`src/hdl/srm_pkg.sv`:
```
// Constants and types for the switch reset and mode strap block
// Notes on behaviour
// RULE_01: Low 8/9 strap merges ports 8, 9.
// RULE_02: Merged port 9 lanes become 4-7.
// RULE_03: High 8/9 strap keeps two x4 ports.
// RULE_04: 12/13 strap merges likewise, else x4.
// RULE_05: Merge straps active low, undriven means merged.
// RULE_06: Global reset resets all switch logic.
// RULE_07: Halt during reset holds reset, SMBus alive.
// RULE_08: Halt ends when SMBus master clears bit.
// RULE_09: Mode 0x0 single, 0x1 adds EEPROM init.
// RULE_10: Modes 0x8-0xB pick upstream port 0/2.
// RULE_11: Modes 0xC, 0xD multi-partition, second EEPROM.
// RULE_12: Board never drives reserved mode values.
// RULE_13: Board holds mode straps stable after reset.
// RULE_14: Partition reset input resets that partition only.
// RULE_15: Straps latched at reset release, held after.
package srm_pkg;

    // Strap field widths
    localparam int MODE_W  = 4;                 // Switch mode strap width
    localparam int PART_W  = 4;                 // Number of partitions
    localparam int LANE_W  = 8;                 // Lanes of a merged port
    localparam int HALF_W  = 4;                 // Lanes of an unmerged port

    // Switch mode encodings
    localparam logic [3:0] MODE_SINGLE       = 4'h0;
    localparam logic [3:0] MODE_SINGLE_EE    = 4'h1;
    localparam logic [3:0] MODE_UP0          = 4'h8;
    localparam logic [3:0] MODE_UP2          = 4'h9;
    localparam logic [3:0] MODE_UP0_EE       = 4'hA;
    localparam logic [3:0] MODE_UP2_EE       = 4'hB;
    localparam logic [3:0] MODE_MULTI        = 4'hC;
    localparam logic [3:0] MODE_MULTI_EE     = 4'hD;

    // Reset values of latched straps
    localparam logic       MERGE_N_RST       = 1'h0;   // Internal pull-down: merged
    localparam logic [3:0] MODE_RST          = 4'h0;

    // Reset sequencer timing
    localparam int RST_SEQ_NS = 1000;             // Internal reset procedure length
    localparam int CLK_NS     = 25;               // Clock period at 40 MHz
    localparam int RST_SEQ_CYC = (RST_SEQ_NS + CLK_NS - 1) / CLK_NS;
    localparam int CNT_W      = 8;                // Width of sequence counter

    // Reset sequencer states, one-hot
    typedef enum logic [3:0] {
        SEQ_RESET = 4'h1,                           // Global reset held
        SEQ_PROC  = 4'h2,                           // Running reset procedure
        SEQ_HALT  = 4'h4,                           // Halted in reset
        SEQ_RUN   = 4'h8                            // Normal operation
    } srm_seq_type;

    // Decoded mode fields
    typedef struct packed {
        logic multi;                                // Multi-partition
        logic eeprom;                               // Serial EEPROM init
        logic up_sel;                               // Upstream selection forced
        logic up_port2;                             // Upstream is port 2
        logic reserved;                             // Reserved value seen
    } srm_mode_type;

endpackage : srm_pkg

```
`src/hdl/srm_sync_if.sv`:
```
// Carrier between the top and its pin synchroniser
`timescale 1ns/1ps
interface srm_sync_if #(parameter int W = 1);
    logic [W-1:0] raw;                              // Pins as they arrive
    logic [W-1:0] sync;                             // Pins after two flops
    modport src (output raw, input sync);
    modport dst (input raw, output sync);
endinterface : srm_sync_if

```
`src/hdl/srm_top.sv`:
```
// Reset sequencer and strap decoder of the switch
`timescale 1ns/1ps
module srm_top #(
    parameter int RST_SEQ_CYCLES = srm_pkg::RST_SEQ_CYC,   // Reset procedure length
    parameter int NUM_PART       = srm_pkg::PART_W         // Partitions
) (
    input  wire logic                      sys_clk,
    input  wire logic                      srst,
    input  wire logic                      clk_en,
    input  wire logic                      merge_ports_8_9_n,
    input  wire logic                      merge_ports_12_13_n,
    input  wire logic                      global_reset_n,
    input  wire logic                      reset_halt,
    input  wire logic [3:0]                switch_mode_strap,
    input  wire logic [NUM_PART-1:0]       part_reset_n,
    input  wire logic                      halt_bit_clear,
    output logic                           core_reset,
    output logic                           smbus_enable,
    output logic                           halt_bit,
    output logic [NUM_PART-1:0]            part_reset,
    output logic                           port8_x8,
    output logic                           port12_x8,
    output logic [7:0]                     port8_lane_owner,
    output logic [7:0]                     port12_lane_owner,
    output logic                           mode_multi,
    output logic                           mode_eeprom_init,
    output logic                           port0_enable,
    output logic                           port2_enable,
    output logic                           mode_reserved,
    output logic [3:0]                     switch_mode_latched
);
    // Pin bundle layout: merge straps, halt, global reset, mode strap, partition resets
    localparam int PIN_W = 2 + 1 + 1 + srm_pkg::MODE_W + NUM_PART;

    // Synchroniser carrier
    srm_sync_if #(.W(PIN_W)) pin_if ();

    // All strap and reset pins into one bundle
    assign pin_if.raw = {part_reset_n, switch_mode_strap, global_reset_n,
                         reset_halt, merge_ports_12_13_n, merge_ports_8_9_n};

    // Pins pass two flops before use; partition resets idle high, global reset and straps idle low
    srm_sync #(
        .W       (PIN_W),
        .RST_VAL ({{NUM_PART{1'b1}}, srm_pkg::MODE_RST, 1'b0, 1'b0,
                   srm_pkg::MERGE_N_RST, srm_pkg::MERGE_N_RST})
    ) u_sync (
        .sys_clk (sys_clk),
        .srst    (srst),
        .clk_en  (clk_en),
        .pins    (pin_if.dst)
    );

    // Synchronised pin views
    logic                   s_m89_n;            // Merge 8/9, active low
    logic                   s_m1213_n;          // Merge 12/13, active low
    logic                   s_halt;             // Reset halt level
    logic                   s_grst_n;           // Global reset, active low
    logic [3:0]             s_mode;             // Switch mode strap
    logic [NUM_PART-1:0]    s_prst_n;           // Partition resets, active low

    assign {s_prst_n, s_mode, s_grst_n, s_halt, s_m1213_n, s_m89_n} = pin_if.sync;

    // Whole state of the block
    typedef struct packed {
        srm_pkg::srm_seq_type   seq;            // Sequencer state
        logic [srm_pkg::CNT_W-1:0] cnt;         // Procedure counter
        logic                   halt;           // Halt bit of control register
        logic                   m89_n;          // Latched merge 8/9
        logic                   m1213_n;        // Latched merge 12/13
        logic [3:0]             mode;           // Latched switch mode
        logic [NUM_PART-1:0]    prst;           // Partition reset outputs
    } srm_state_type;

    srm_state_type st_q;
    srm_state_type st_d;

    // Last count of the reset procedure, cut to counter width
    localparam int                        CNT_LAST_I = RST_SEQ_CYCLES - 1;              // Full-width last count
    localparam logic [srm_pkg::CNT_W-1:0] CNT_LAST   = CNT_LAST_I[srm_pkg::CNT_W-1:0];  // Counter-width copy

    // Decoded mode
    srm_pkg::srm_mode_type dec;

    // Mode decoder on the latched strap value
    always_comb begin
        dec = '0;
        case (st_q.mode)
            srm_pkg::MODE_SINGLE:    dec = '0;                                    // RULE_09
            srm_pkg::MODE_SINGLE_EE: dec.eeprom = 1'b1;                           // RULE_09
            srm_pkg::MODE_UP0:       dec.up_sel = 1'b1;                           // RULE_10
            srm_pkg::MODE_UP2: begin
                dec.up_sel   = 1'b1;                                              // RULE_10
                dec.up_port2 = 1'b1;
            end
            srm_pkg::MODE_UP0_EE: begin
                dec.up_sel = 1'b1;                                                // RULE_10
                dec.eeprom = 1'b1;
            end
            srm_pkg::MODE_UP2_EE: begin
                dec.up_sel   = 1'b1;                                              // RULE_10
                dec.up_port2 = 1'b1;
                dec.eeprom   = 1'b1;
            end
            srm_pkg::MODE_MULTI:     dec.multi = 1'b1;                            // RULE_11
            srm_pkg::MODE_MULTI_EE: begin
                dec.multi  = 1'b1;                                                // RULE_11
                dec.eeprom = 1'b1;
            end
            // Reserved values only flagged; board must not drive them
            default:                 dec.reserved = 1'b1;                         // RULE_12
        endcase
    end

    // Next state: sequencer, strap latch, halt bit, partition resets
    always_comb begin
        st_d = st_q;
        if (clk_en) begin
            case (st_q.seq)
                srm_pkg::SEQ_RESET: begin
                    // Hold everything in reset while global reset low
                    st_d.cnt  = '0;
                    st_d.halt = s_halt;                                           // RULE_07
                    st_d.prst = '1;
                    if (s_grst_n) begin
                        // Capture straps on release, kept until next reset
                        st_d.m89_n   = s_m89_n;                                   // RULE_15
                        st_d.m1213_n = s_m1213_n;                                 // RULE_15
                        st_d.mode    = s_mode;                                    // RULE_15
                        st_d.seq     = srm_pkg::SEQ_PROC;
                    end
                end
                srm_pkg::SEQ_PROC: begin
                    // Run the internal reset procedure
                    st_d.cnt = st_q.cnt + 1'b1;
                    if (st_q.cnt == CNT_LAST) begin
                        st_d.seq = st_q.halt ? srm_pkg::SEQ_HALT                  // RULE_07
                                             : srm_pkg::SEQ_RUN;
                    end
                end
                srm_pkg::SEQ_HALT: begin
                    // Stay halted until SMBus master clears the bit
                    if (halt_bit_clear) begin
                        st_d.halt = 1'b0;                                         // RULE_08
                        st_d.seq  = srm_pkg::SEQ_RUN;                             // RULE_08
                    end
                end
                srm_pkg::SEQ_RUN: begin
                    // Partition resets follow their pins
                    st_d.prst = ~s_prst_n;                                        // RULE_14
                end
                default: st_d.seq = srm_pkg::SEQ_RESET;
            endcase
            // Global reset overrides the next sequencer state, only while clk_en is high
            if (!s_grst_n) begin
                st_d.seq = srm_pkg::SEQ_RESET;                                    // RULE_06
            end
        end
    end

    // State register
    always_ff @(posedge sys_clk) begin
        if (srst) begin
            st_q <= '{seq:     srm_pkg::SEQ_RESET,
                      cnt:     '0,
                      halt:    1'b0,
                      m89_n:   srm_pkg::MERGE_N_RST,
                      m1213_n: srm_pkg::MERGE_N_RST,
                      mode:    srm_pkg::MODE_RST,
                      prst:    '1};
        end else begin
            st_q <= st_d;
        end
    end

    // Core held in reset except while running
    assign core_reset   = (st_q.seq != srm_pkg::SEQ_RUN);                       // RULE_06
    // SMBus interfaces live once global reset has released
    assign smbus_enable = (st_q.seq != srm_pkg::SEQ_RESET);                     // RULE_07
    assign halt_bit     = st_q.halt;
    assign part_reset   = st_q.prst | {NUM_PART{core_reset}};                   // RULE_14

    // Merge configuration, low strap merges
    assign port8_x8  = ~st_q.m89_n;                                             // RULE_01 RULE_03 RULE_05
    assign port12_x8 = ~st_q.m1213_n;                                           // RULE_04 RULE_05

    // Lane ownership: bit set means lane belongs to the partner port
    assign port8_lane_owner  = port8_x8  ? 8'hF0 : 8'h00;                       // RULE_02
    assign port12_lane_owner = port12_x8 ? 8'hF0 : 8'h00;                       // RULE_04

    // Mode outputs
    assign mode_multi       = dec.multi;                                        // RULE_11
    assign mode_eeprom_init = dec.eeprom;                                       // RULE_09
    assign port0_enable     = ~(dec.up_sel &  dec.up_port2);                    // RULE_10
    assign port2_enable     = ~(dec.up_sel & ~dec.up_port2);                    // RULE_10
    assign mode_reserved    = dec.reserved;
    assign switch_mode_latched = st_q.mode;
endmodule : srm_top

```
`src/hdl/srm_sync.sv`:
```
// Two-flop synchroniser for strap and reset pins
`timescale 1ns/1ps
module srm_sync #(
    parameter int W = 1,
    parameter logic [W-1:0] RST_VAL = '0
) (
    input  wire logic  sys_clk,
    input  wire logic  srst,
    input  wire logic  clk_en,
    srm_sync_if.dst    pins
);
    // State of the synchroniser
    typedef struct packed {
        logic [W-1:0] meta;                         // First stage, read only by second
        logic [W-1:0] sync;                         // Second stage
    } srm_sync_state_type;

    srm_sync_state_type st_q;
    srm_sync_state_type st_d;

    // Next state: shift pins through two stages
    always_comb begin
        st_d = st_q;
        if (clk_en) begin
            st_d.meta = pins.raw;
            st_d.sync = st_q.meta;
        end
    end

    // State register
    always_ff @(posedge sys_clk) begin
        if (srst) begin
            st_q <= '{meta: RST_VAL, sync: RST_VAL};
        end else begin
            st_q <= st_d;
        end
    end

    assign pins.sync = st_q.sync;
endmodule : srm_sync

```
`config.mk`:
```
export PLATFORM = sky130hd
export DESIGN_NAME = srm_top
export DESIGN_NICKNAME = d
export VERILOG_FILES = /design/src/hdl/srm_pkg.sv /design/src/hdl/srm_sync_if.sv /design/src/hdl/srm_top.sv /design/src/hdl/srm_sync.sv
export SDC_FILE = /design/constraint.sdc
export NUM_CORES = 1
export LEC_CHECK = 0
export BUFFER_PORTS_ARGS = -buffer_cell sky130_fd_sc_hd__buf_4
export CORE_AREA = 5 5 93 60
export CTS_BUF_LIST = sky130_fd_sc_hd__clkbuf_8
export DETAILED_ROUTE_END_ITERATION = 12
export DIE_AREA = 0 0 98 65
export GPL_TIMING_DRIVEN = 0
export PLACE_DENSITY = 0.82
export SLEW_MARGIN = 20
export SYNTH_ARGS = -nofsm -noshare
export SYNTH_HDL_FRONTEND = slang
export SYNTH_SLANG_ARGS = --single-unit
```
`constraint.sdc`:
```
create_clock -name sys_clk -period 1.85 [get_ports sys_clk]
set_clock_uncertainty 0.15 [all_clocks]
set_input_delay 0.2775 -clock sys_clk [delete_from_list [all_inputs] [get_ports sys_clk]]
set_output_delay 0.2775 -clock sys_clk [all_outputs]
set_load 0.005 [all_outputs]
```
# Word level (Yosys, flattened, before mapping)
# Index checks and enable logic that the tools add are counted.
word_totals:
  ff_bits: 47
  input_bits: 16
  output_inout_bits: 34
  word_cells: 67
op_classes:
  addsub: 1
  eq_ne: 18
  muxes: 16
  n_bitwise: 9
  reduce_logical: 14
op_table:
  columns: ["cell", "n"]
  rows:
  - ["$eq A4 B4 Y1 const B", 7]
  - ["$mux W4", 4]
  - ["$mux W8", 2]
  - ["$pmux W4 S4", 1]
  - ["$pmux W8 S2", 1]
  - ["$add A8 B1 Y8 const B", 1]
  - ["$eq A4 B1 Y1 const B", 2]
  - ["$eq A8 B6 Y1 const B", 1]
  - ["$pmux W4 S2", 1]
  - ["$reduce_or A4 Y1", 2]
  - ["$reduce_or A8 Y1", 1]
  - ["$mux W1", 6]
  - ["$ne A3 B3 Y1 const B", 2]
  - ["$reduce_and A3 Y1", 2]
  - ["$reduce_bool A2 Y1", 3]
  - ["$not A1 Y1", 5]
  - ["$eq A4 B2 Y1 const B", 1]
  - ["$eq A4 B3 Y1 const B", 1]
  - ["$logic_not A4 Y1", 1]
  - ["$ne A2 B2 Y1 const B", 2]
  - ["$ne A4 B1 Y1 const B", 1]
  - ["$ne A4 B4 Y1 const B", 1]
  - ["$not A4 Y4", 1]
  - ["$or A4 B4 Y4", 1]
  - ["5 further kinds", 8]

# Depth between registers and ports, before layout
depth:
  depth_word: 6
  mapped_depth: 6
  depth_no_buf: 6

# Modules after synthesis
# Synthesis repeated with hierarchy kept, for this count alone.
hier_totals:
  cells_unflattened: 247
  hier_area_um2: 2296.0
by_module_without_submodules:
  columns: ["mod", "instances", "cells_each", "area_per_inst_um2"]
  rows:
  - ["srm_top", 1, 158, 1325.0]
  - ["srm_sync", 1, 89, 970.9]

# Least setup slack after synthesis
# No wires, ideal clock.
synth_timing:
  path_kind: "flip-flop to flip-flop"
  from: "register st_q[11] in the netlist's numbering"
  to: "register st_q[19] in the netlist's numbering"
  arrival_ns: 1.396
  t_required_ns: 1.578
  setup_slack_ns: 0.181
  stages_incl_launch_ff: 7
  path_buffers: 0
  cell_sequence: "dfxtp_1 > ha_1 > nand4b_1 > nor4_1 > o211a_1 > nor2b_1 > a311o_1"
synth_between:
  elab_chain_len: 3
synth_lines:
  columns: ["item", "line", "source"]
  rows:
  - ["start, declared", "srm_top.sv:75", "srm_state_type st_q;"]
  - ["start signal, assigned", "srm_top.sv:164", "st_q <= '{seq: srm_pkg::SEQ_RESET,"]
  - ["start signal, assigned", "srm_top.sv:172", "st_q <= st_d;"]
  - ["$eq A8 B6 Y1", "srm_top.sv:136", "if (st_q.cnt == CNT_LAST) begin"]
  - ["$ne A3 B3 Y1 (no line)", null, null]
  - ["$reduce_and A4 Y1 (no line)", null, null]
# Every way passes these cells.
# A chain may end at the register's enable or synchronous reset.

# Worst setup path after layout
layout_timing:
  from: "register st_q[20] in the netlist's numbering"
  to: "output part_reset[1]"
layout_between:
  elab_chain_len: 2
layout_lines:
  columns: ["item", "line", "source"]
  rows:
  - ["$ne A4 B4 Y1", "srm_top.sv:177", "assign core_reset = (st_q.seq != srm_pkg::SEQ_RUN);"]
  - ["$or A4 B4 Y4", "srm_top.sv:181", "assign part_reset = st_q.prst | {NUM_PART{core_reset}};"]
  - ["end, declared", "srm_top.sv:20", "output logic [NUM_PART-1:0] part_reset,"]
# Every way passes these cells.

==> results_dict.tcl <==
set metrics [dict create \
    outcome "complete, but fails checks" \
    violations "negative setup slack" \
    cts_buffers 5 \
    final_antenna_net_count 0 \
    max_clock_freq_mhz 531.2 \
    grt_overflow_total 0 \
    cp-end-kind "output pin" \
    grt_usage_pct 13.98 \
    fp.dieArea_um2 6370 \
    route.detailed.drc 0 \
    routed_wl_um 4598 \
    cts_tree "done" \
    rr_endpoint "st_q[22]" \
    cp_data_arrival_time_ns 1.46 \
    core-area_um2 4780 \
    synth_warnings 0 \
    setup_slack_ns -0.03264 \
    crit_end "part_reset[1]" \
    grt_pass1_vias 1604 \
    p_total_mw 1.877 \
    dr.first_iter.drc_count 80 \
    synth-seq-area-share_pct 42.22 \
    clock-sinks 47 \
    ys_ff_latch 47 \
    grtUsageMet3_pct 4.624 \
    fillers 437 \
    grt_util_met1_pct 18.91 \
    numPortBuffers 39 \
    dp_hpwl_um 3267 \
    dr.pass1.iters 4 \
    slew_violations 0 \
    async_flop_share_pct 0 \
    vias 1761 \
    cts_hold_buf 0 \
    rsz0062_at_grt "yes" \
    root_buffer "clkbuf_8" \
    r2r_start "st_q[20]" \
    top_usage_layer "met2" \
    rr_worst_depth 7 \
    period_needed_ns 1.883 \
    drive_gt1_share_pct 32.24 \
    place.gp.congestion 0.7426 \
    holdCritPathClass "input port to register" \
    crit_type "register to output pin" \
    start_util_pct 46.62 \
    synth.distinct_cells 39 \
    grt_antenna_before_repair 0 \
    min_period_over_period_pct 101.8 \
    final_nets 320 \
    synth_edf_count 0 \
    power_density_nw_per_um2 660.9 \
    diodes 0 \
    cap_viol_max_count 0 \
    fin_hold_ws_ns 0.02940 \
    die_w_um 98 \
    num_rows 20 \
    h-tree-depth 2 \
    wl_per_cell_um 12.43 \
    grt_pass1_wl_um 7286 \
    crit_fanout 6 \
    ios 50 \
    synth-main-ff-cell "dfxtp_1" \
    netlist_area_um2 2228 \
    die_h_um 65 \
    crit_path_start_kind "register" \
    avgSynthCellArea_um2 9.170 \
    ir_drop_v 0.0003786 \
    p_leak_nw 1.267 \
    grt_max_degree 16 \
    grt_use_met2_pct 21.95 \
    syn2layout_area_growth_pct 27.46 \
    required_ns 1.42 \
    crit_start "st_q[20]" \
    finalHoldViolations 0 \
    routed_via_density 4.759 \
    insertion_delay_ns 0.30 \
    netlist_instances 243 \
    r2r_slack_ns 0.06 \
    setup_viol 2 \
    hold_start "part_reset_n[2]" \
    clkTransAtPathRegs_ns 0.09 \
    clk_path_buf_depth 2 \
]
-- cell type report --
class,instances,area (um^2),share of cell area (%)
sequential,47,955.9,33.66
clock inverter,3,20.02,0.7048
clock buffer,5,68.82,2.423
multi-input combinational,166,1139,40.09
inverter,6,22.52,0.7930
buffer,31,198.9,7.004
timing repair buffer,46,352.8,12.42
tap,66,82.58,2.907
-- critical path, stage by stage, from the launching register on --
cell and delay, ns:
dfxtp_4 0.37, nor4b_4 0.25, buf_4 0.18, or2b_1 0.25, buf_6 0.12
-- metal layers --
metal  share of wire, %  vias to the layer above  wire [um]
met3                3.9                        2        179
met2                 45                       31       2086
li1                   -                      909          -
met5                  0                        -          0
met1                 51                      819       2322
met4               0.17                        0          8
-- flip-flops by register name, indices dropped and copies added, names as in the netlist --
name,flops
halt_bit,1
st_q,18
switch_mode_latched,4
u_sync.pins.sync,12
u_sync.st_q,12
-- worst min-delay path by stage --
stage | slack [ns] | end | cells past startpoint
final | 0.03 | u_sync.st_q[22] | 2
after global routing | 0.02 | u_sync.st_q[23] | 2
after global placement | 0.29 | u_sync.pins.sync[11] | 1
after detailed placement | 0.29 | u_sync.pins.sync[11] | 1
after CTS | 0.02 | u_sync.st_q[23] | 2
after floorplan | 0.25 | u_sync.st_q[23] | 1
-- per-stage QoR --
step | setup WS (ns) | setup TNS, ns | instance area, um^2 | instances | util (%)
floorplan | 0.1814 | 0 | 2255 | 250 | -
global placement | 0.01777 | 0 | 2630 | 355 | 55.03
detailed placement | -0.009345 | -0.009345 | 2630 | 355 | 55.03
CTS | -0.07161 | -0.1309 | 2769 | 367 | 57.93
global route | -0.07708 | -0.1518 | 2840 | 370 | 59.42
finish | -0.03264 | -0.05677 | 2840 | 370 | 59.42
-- synthesized netlist by cell type (all sizes together) (2+ instances only) --
master | n | area (um^2)
xor2 | 5 | 43.79
and3 | 3 | 23.77
nand2b | 12 | 75.07
buf | 24 | 172.7
o21a | 2 | 15.01
dfxtp | 47 | 940.9
nor2b | 9 | 56.30
nand2 | 15 | 56.30
or2b | 2 | 15.01
nand4b | 3 | 32.53
mux2i | 23 | 230.2
a211o | 8 | 70.07
nor4b | 4 | 50.05
and2 | 2 | 12.51
nor2 | 34 | 127.6
nand3b | 2 | 15.01
nand3 | 4 | 20.02
and2b | 2 | 15.01
a21oi | 8 | 40.04
nand4 | 3 | 18.77
clkbuf | 7 | 26.28
inv | 6 | 22.52
o21ai | 7 | 38.79
-- layout by cell type, fill, tap and decap left out, types with 5 or more instances in the layout --
cell      count
dfxtp_1      41
nor2b_1       7
conb_1        8
a211o_1       8
nor2_1       34
o21ai_0       6
buf_4        65
nand2_1      15
inv_1         6
nand2b_1     12
xor2_1        5
a21oi_1       8
clkbuf_1      7
clkbuf_8      5
mux2i_1      23
-- cell families after synthesis --
logic type,count (synthesis),synth area share (%)
other,1,0.1683
buffers and inverters,37,9.938
muxes,23,10.33
and+or+nand+nor,99,25.15
DFF,47,42.22
adders and majority gates,1,0.5614
AOI/OAI and AO/OA,29,9.265
xor gates and xnor gates,6,2.358
-- repair_timing --
item | CTS | global route
cloned | 0 | 0
setup endpoints to repair | 8 | 11
buffers inserted | 4 | 3
pin swaps | 1 | 0
gates resized for setup | 9 | 12
-- power by group --
part / switching (mW) / internal (mW) / total, mW
sequential: 0.0214 / 1.04 / 1.06
combinational: 0.0881 / 0.0980 / 0.186
clock: 0.362 / 0.267 / 0.629
(Power assumes the default switching activity.)
